--- config.mk ---
export PLATFORM = sky130hd
export DESIGN_NAME = rpos_top
export DESIGN_NICKNAME = d
export VERILOG_FILES = /design/src/logic/rpos_pkg.sv /design/src/logic/rpos_top.sv
export VERILOG_INCLUDE_DIRS = /design/src /design/src/logic
export SDC_FILE = /design/constraint.sdc
export NUM_CORES = 1
export LEC_CHECK = 0
export BUFFER_PORTS_ARGS = -buffer_cell sky130_fd_sc_hd__buf_2
export CORE_MARGIN = 5
export CORE_UTILIZATION = 33
export CTS_BUF_LIST = sky130_fd_sc_hd__clkbuf_2 sky130_fd_sc_hd__clkbuf_4 sky130_fd_sc_hd__clkbuf_8
export DETAILED_ROUTE_END_ITERATION = 10
export SLEW_MARGIN = 25
export SYNTH_ARGS = -nofsm -noshare
export SYNTH_HDL_FRONTEND = slang
export SYNTH_SLANG_ARGS = --single-unit
--- constraint.sdc ---
create_clock -name clk -period 2.6 [get_ports clk]
set_clock_uncertainty 0.05 [all_clocks]
set_input_delay 0.26 -clock clk [delete_from_list [all_inputs] [get_ports clk]]
set_output_delay 0.26 -clock clk [all_outputs]
set_load 0.005 [all_outputs]
--- src/logic/rpos_params.svh ---
// constants for the remappable pin output select block
// Summary of operation
// - each output selector holds a 4-bit rw field, reset zero, upper bits read zero.
// - each input selector holds a 4-bit rw field naming its source pin, reset zero.
// - selector fields take new values only while the pin-map lock bit 13 is zero.
// - group one codes route uart1 tx, uart2 rts, spi1 ss, compare 1, comparator 2.
// - group two codes route spi1 out, spi2 out, compare 2, comparator 3.
// - group three codes route spi1 out, spi2 out, compare 4, compare 5, reference clock.
// - group four codes route uart1 rts, uart2 tx, spi2 ss, compare 3, comparator 1.
// - locked selector writes complete without bus error but change nothing.
// - with one-write-session set, the lock cannot be cleared once set until reset.
// - input selectors are owned per peripheral input; output selectors per pin.
`ifndef RPOS_PARAMS_SVH
`define RPOS_PARAMS_SVH
`define RPOS_NUM_OUT 32
`define RPOS_NUM_IN 24
`define RPOS_OUT_BASE 12'h000
`define RPOS_IN_BASE 12'h100
`define RPOS_CFG_ADDR 12'h200
`define RPOS_LOCK_BIT 13
`define RPOS_ONEWAY_BIT 29
`define RPOS_SEL_RESET 4'h0
`define RPOS_LOCK_RESET 1'b0
`define RPOS_CFG_ONEWAY_RESET 1'b1
`endif

--- src/logic/rpos_pkg.sv ---
// types for the remappable pin output select block
package rpos_pkg;
  typedef logic [3:0] rpos_sel_type;
  typedef struct packed {
    logic uart1_transmit;
    logic uart1_request_to_send;
    logic uart2_transmit;
    logic uart2_request_to_send;
    logic spi1_slave_select;
    logic spi2_slave_select;
    logic spi1_serial_out;
    logic spi2_serial_out;
    logic [4:0] compare_out;
    logic [2:0] comparator_out;
    logic reference_clock_out;
  } rpos_periph_type;
  typedef struct packed {
    logic oe;
    logic val;
  } rpos_drive_type;
endpackage : rpos_pkg

--- src/logic/rpos_top.sv ---
// remappable pin output and input select with apb registers
`timescale 1ns/1ps
`include "rpos_params.svh"
module rpos_top (
  input wire logic clk,
  input wire logic sys_rst,
  input wire logic psel,
  input wire logic penable,
  input wire logic pwrite,
  input wire logic [11:0] paddr,
  input wire logic [31:0] pwdata,
  output logic [31:0] prdata,
  output logic pready,
  output logic pslverr,
  input wire rpos_pkg::rpos_periph_type periph_out,
  output rpos_pkg::rpos_drive_type [31:0] pin_drive,
  input wire logic [31:0] pin_in,
  output logic [23:0] periph_in,
  output logic pin_map_lock
);
  import rpos_pkg::*;

  ////////////////////////////////////////////////////////////////////////
  // output routing; pin index = group*8 + letter a..h
  function automatic rpos_drive_type route(input logic [1:0] grp, input rpos_sel_type code,
                                           input rpos_periph_type p);
    rpos_drive_type d;
    d = '{oe: 1'b0, val: 1'b0};
    case (grp)
      2'h0: begin
        case (code)
          4'h1: d = '{oe: 1'b1, val: p.uart1_transmit};
          4'h2: d = '{oe: 1'b1, val: p.uart2_request_to_send};
          4'h3: d = '{oe: 1'b1, val: p.spi1_slave_select};
          4'h5: d = '{oe: 1'b1, val: p.compare_out[0]};
          4'h7: d = '{oe: 1'b1, val: p.comparator_out[1]};
          default: d = '{oe: 1'b0, val: 1'b0};
        endcase
      end
      2'h1: begin
        case (code)
          4'h3: d = '{oe: 1'b1, val: p.spi1_serial_out};
          4'h4: d = '{oe: 1'b1, val: p.spi2_serial_out};
          4'h5: d = '{oe: 1'b1, val: p.compare_out[1]};
          4'h7: d = '{oe: 1'b1, val: p.comparator_out[2]};
          default: d = '{oe: 1'b0, val: 1'b0};
        endcase
      end
      2'h2: begin
        case (code)
          4'h3: d = '{oe: 1'b1, val: p.spi1_serial_out};
          4'h4: d = '{oe: 1'b1, val: p.spi2_serial_out};
          4'h5: d = '{oe: 1'b1, val: p.compare_out[3]};
          4'h6: d = '{oe: 1'b1, val: p.compare_out[4]};
          4'h7: d = '{oe: 1'b1, val: p.reference_clock_out};
          default: d = '{oe: 1'b0, val: 1'b0};
        endcase
      end
      default: begin
        case (code)
          4'h1: d = '{oe: 1'b1, val: p.uart1_request_to_send};
          4'h2: d = '{oe: 1'b1, val: p.uart2_transmit};
          4'h4: d = '{oe: 1'b1, val: p.spi2_slave_select};
          4'h5: d = '{oe: 1'b1, val: p.compare_out[2]};
          4'h7: d = '{oe: 1'b1, val: p.comparator_out[0]};
          default: d = '{oe: 1'b0, val: 1'b0};
        endcase
      end
    endcase
    return d;
  endfunction : route

  ////////////////////////////////////////////////////////////////////////
  // registers
  rpos_sel_type out_sel_ff [`RPOS_NUM_OUT];
  rpos_sel_type nxt_out_sel [`RPOS_NUM_OUT];
  rpos_sel_type in_sel_ff [`RPOS_NUM_IN];
  rpos_sel_type nxt_in_sel [`RPOS_NUM_IN];
  logic lock_ff, nxt_lock;
  logic oneway_ff, nxt_oneway;
  logic [31:0] prdata_ff, nxt_prdata;
  rpos_drive_type [31:0] drive_ff, nxt_drive;
  logic [23:0] pin_in_sel_ff, nxt_pin_in_sel;

  logic wr_en, rd_en;
  logic out_hit, in_hit, cfg_hit;
  logic [4:0] out_idx, in_idx;

  ////////////////////////////////////////////////////////////////////////
  // address decode
  // word hit inside a selector window; the low two address bits are ignored
  function automatic logic win_hit(input logic [11:0] addr, input logic [11:0] base, input int count);
    logic hit;
    hit = (addr[11:8] == base[11:8]) && (int'(addr[7:2]) < count);
    return hit;
  endfunction : win_hit

  // selectors are four bits wide, the rest of the word reads zero
  function automatic logic [31:0] sel_word(input rpos_sel_type sel);
    logic [31:0] w;
    w = {28'h0, sel};
    return w;
  endfunction : sel_word

  assign wr_en = psel && penable && pwrite;
  // read data fetched in setup, so it stands through the access phase
  assign rd_en = psel && !penable && !pwrite;
  assign out_hit = win_hit(paddr, `RPOS_OUT_BASE, `RPOS_NUM_OUT);
  assign in_hit = win_hit(paddr, `RPOS_IN_BASE, `RPOS_NUM_IN);
  assign cfg_hit = (paddr == `RPOS_CFG_ADDR);
  assign out_idx = paddr[6:2];
  assign in_idx = paddr[6:2];

  // zero wait states; locked and unmapped writes end quietly
  assign pready = 1'b1;
  assign pslverr = 1'b0;
  assign prdata = prdata_ff;
  assign pin_drive = drive_ff;
  assign periph_in = pin_in_sel_ff;
  assign pin_map_lock = lock_ff;

  ////////////////////////////////////////////////////////////////////////
  // selector bank
  always_comb begin
    nxt_out_sel = out_sel_ff;
    nxt_in_sel = in_sel_ff;
    // a locked write still completes on the bus, it only leaves the bank alone
    if (wr_en && !lock_ff) begin
      if (out_hit) begin
        nxt_out_sel[out_idx] = pwdata[3:0];
      end
      if (in_hit) begin
        nxt_in_sel[in_idx] = pwdata[3:0];
      end
    end
  end

  always_ff @(posedge clk) begin
    if (sys_rst) begin
      for (int i = 0; i < `RPOS_NUM_OUT; i++) begin
        out_sel_ff[i] <= `RPOS_SEL_RESET;
      end
      for (int j = 0; j < `RPOS_NUM_IN; j++) begin
        in_sel_ff[j] <= `RPOS_SEL_RESET;
      end
    end else begin
      out_sel_ff <= nxt_out_sel;
      in_sel_ff <= nxt_in_sel;
    end
  end

  ////////////////////////////////////////////////////////////////////////
  // configuration control
  always_comb begin
    nxt_lock = lock_ff;
    nxt_oneway = oneway_ff;
    if (wr_en && cfg_hit) begin
      // once set with one-write-session on, only reset clears the lock
      if (!(lock_ff && oneway_ff)) begin
        nxt_lock = pwdata[`RPOS_LOCK_BIT];
      end
      // session mode frozen while locked, else the lock could be reopened
      if (!lock_ff) begin
        nxt_oneway = pwdata[`RPOS_ONEWAY_BIT];
      end
    end
  end

  always_ff @(posedge clk) begin
    if (sys_rst) begin
      lock_ff <= `RPOS_LOCK_RESET;
      oneway_ff <= `RPOS_CFG_ONEWAY_RESET;
    end else begin
      lock_ff <= nxt_lock;
      oneway_ff <= nxt_oneway;
    end
  end

  ////////////////////////////////////////////////////////////////////////
  // read data
  always_comb begin
    nxt_prdata = prdata_ff;
    if (rd_en) begin
      nxt_prdata = 32'h0;
      if (out_hit) begin
        nxt_prdata = sel_word(out_sel_ff[out_idx]);
      end else if (in_hit) begin
        nxt_prdata = sel_word(in_sel_ff[in_idx]);
      end else if (cfg_hit) begin
        nxt_prdata[`RPOS_LOCK_BIT] = lock_ff;
        nxt_prdata[`RPOS_ONEWAY_BIT] = oneway_ff;
      end
    end
  end

  always_ff @(posedge clk) begin
    if (sys_rst) begin
      prdata_ff <= 32'h0;
    end else begin
      prdata_ff <= nxt_prdata;
    end
  end

  ////////////////////////////////////////////////////////////////////////
  // pin drive; registered, so a pin follows its selector one cycle late
  always_comb begin
    for (int i = 0; i < `RPOS_NUM_OUT; i++) begin
      nxt_drive[i] = route(2'(i / 8), out_sel_ff[i], periph_out);
    end
  end

  always_ff @(posedge clk) begin
    if (sys_rst) begin
      drive_ff <= '0;
    end else begin
      drive_ff <= nxt_drive;
    end
  end

  ////////////////////////////////////////////////////////////////////////
  // peripheral inputs; input j looks at the pins of group j / 6
  always_comb begin
    for (int j = 0; j < `RPOS_NUM_IN; j++) begin
      // codes 8..15 are reserved: input reads zero
      nxt_pin_in_sel[j] = in_sel_ff[j][3] ? 1'b0
                          : pin_in[{2'(j / 6), in_sel_ff[j][2:0]}];
    end
  end

  always_ff @(posedge clk) begin
    if (sys_rst) begin
      pin_in_sel_ff <= 24'h0;
    end else begin
      pin_in_sel_ff <= nxt_pin_in_sel;
    end
  end
endmodule : rpos_top

==> reports/metrics.yaml <==
status:
  status: "complete, no violations"
logic_synthesis:
  synth.distinct_cells: 48
  synth_area_per_cell_um2: 9.55
  synth.area.top_cells: "dfxtp_1, mux2i_1, mux4_2"
  synth-seq-cells: 320
  yosysWarnings: 0
  ys.flop_type: "dfxtp_1"
  syn_inst: 1682
  synth_edf_count: 0
  synth-async-reset-ratio: 0
  ys_seq_area_frac: 0.399
  synth_area_leader_cell: "dfxtp_1"
  syn_area_um2: 16100
  synth_top_area_share: 0.399
floorplan:
  fp-row-count: 80
  die-area_um2: 53200
  chipHeight_um: 231
  initial_core_util: 0.335
  fp.dieW_um: 231
  num_io_pins: 221
  design.core.area_um2: 47900
clocking:
  post_cts_resize_count: 0
  numCtsBuffers: 57
  h-tree-depth: 2
  clockBufferDepth: 3
  clk_pin_slew_worst_paths_ns: 0.06
  cts-root-buf: "clkbuf_8"
  clk_latency_ns: 0.67
  clock-sinks: 320
  cts_tree: "built"
global_routing:
  grt_pass1_vias: 13382
  grt_max_degree: 125
  overflow: 0
  antenna_found_initial: 0
  grt_usage: 0.188
  grt_pass1_wl_um: 79600
final_layout:
  fillers: 4726
  final_nets: 1940
  stdcell_area_um2: 18900
  final_common_cell: "dfxtp_1"
  layout_common_cells: "dfxtp_1, mux2i_1, nor2_1"
  drive_gt1_frac: 0.228
  instances_no_fill: 2506
  synthToLayoutAreaGrowth_pct: 17.7
placed_design:
  finalWeightedCongestion: 0.891
  port_buffers: 166
  dpl.cell_count: 2393
  dpl.hpwl_um: 36400
  placed_cell_area_um2: 17500
route:
  drt-initial-drc-count: 992
  via_per_inst: 5.48
  detail-route-antenna-nets: 0
  routed_wl_um: 52300
  post_drt_wl_per_cell_um: 20.9
  firstDrtPassIters: 5
  drc: 0
  vias: 13730
sta:
  hold_violations: 0
  rsz0062_at_grt: "no"
  max_freq_mhz: 447
  layout_min_cycle_time_ns: 2.24
  drv_slew: 0
  slew_headroom: 0.406
  post-route-period-util: 0.860
  worst_pin_slew_ns: 0.891
  setup_viol: 0
  tns_ns: 0
power_and_ir_drop:
  powerDensity_nw_per_um2: 586
  p_leak_nw: 7.00
  ir_worst_vdd_mv: 0.533
critical_path:
  critPathMaxFanout: 7
  critical_path_class: "reg -> reg"
  start_kind: "register"
  cp_data_required_time_ns: 3.06
  setup.worst_path.end_class: "register"
  worstPathArrival_ns: 2.70
min_path:
  hold_path.class: "in -> reg"
job:
  cap_violations: 0
flip-flops by register name, summed over array words and instances (netlist names):
signal,count
out_sel_ff,128
in_sel_ff,96
pin_drive,64
periph_in,24
prdata,6
oneway_ff,1
pin_map_lock,1
Yosys cell counts (all sizes together) (6+ instances only):
master and count:
a2111oi 8, dfxtp 320, nand3 12, mux2i 296
nand2 122, a21oi 112, nor3 84, a221oi 16
o21ai 90, nor4 16, clkbuf 77, buf 66
nand4b 6, nor2 221, o22ai 55, mux2 16
inv 18, or4 13, nor2b 19, nor3b 9
mux4 68
metrics by stage:
stage	total power [mW]	util	setup slack [ns]	hold slack (ns)
floorplan	5.47	-	0.461	0.311
detailed placement	5.73	0.365	0.0870	0.393
CTS	11.2	0.394	0.357	0.00249
finish	11.1	0.394	0.364	0.0415
global route	11.5	0.394	0.276	0.0613
global placement	5.71	0.365	0.151	0.398
final cells by class:
type,count,area (um^2),area share
timing repair buffer,220,1350,0.0711
tap,615,769,0.0407
antenna,3,7.51,0.000397
inverter,18,67.6,0.00357
clock buffer,89,1160,0.0611
sequential,320,6410,0.339
multi-input combinational,1225,8960,0.474
clock inverter,16,201,0.0107
logic make-up (layout without fill, tap and decap cells):
family | count (synthesis) | in the layout | synth area share
buffers and inverters | 163 | 343 | 0.0498
muxes | 380 | 380 | 0.291
and+or+nand+nor | 533 | 533 | 0.161
other | 2 | 31 | 0.000468
AOI/OAI and AO/OA | 284 | 284 | 0.0990
DFF | 320 | 320 | 0.399
metal layers:
| metal | wire [um] | global-route usage | share of wire |
|---|---|---|---|
| met1 | 21500 | 0.242 | 0.41 |
| met2 | 25200 | 0.316 | 0.48 |
| met3 | 3940 | 0.0367 | 0.075 |
| met4 | 1660 | 0.0658 | 0.032 |
| met5 | 0 | 0 | 0 |
worst max-delay path: stages, from the launching register on:
cell and delay (ns):
dfxtp_1 0.35, nand4b_1 0.43, or4_4 0.75, nor2_4 0.23
mux2i_1 0.24, nor2_1 0.06
repair_timing:
action	in CTS	in global routing
setup buffers	0	0
endpoints found under the setup margin	0	0
hold endpoints to repair	58	0
hold buffers	5	0
worst paths after layout:
path                                                 from                            to  slack (ns)  cells after the start
worst max register to register  pin_map_lock$_SDFFE_PP0P_  out_sel_ff[104]$_SDFFE_PP0P_        0.36                      5
worst min-delay path                                 psel       prdata[29]$_SDFFE_PP0P_        0.04                      4
worst min register to register    prdata[29]$_SDFFE_PP0P_       prdata[29]$_SDFFE_PP0P_        0.40                      2
worst max-delay path            pin_map_lock$_SDFFE_PP0P_  out_sel_ff[104]$_SDFFE_PP0P_        0.36                      5
report_power, final:
part           leakage (nW)  switching (mW)  internal, mW
Sequential             2.58         0.00625          4.92
Clock                 0.721            2.22          3.24
Combinational          3.70           0.457         0.246
Total                  7.00            2.68          8.41
No activity file was read; power rests on OpenSTA's default activity.
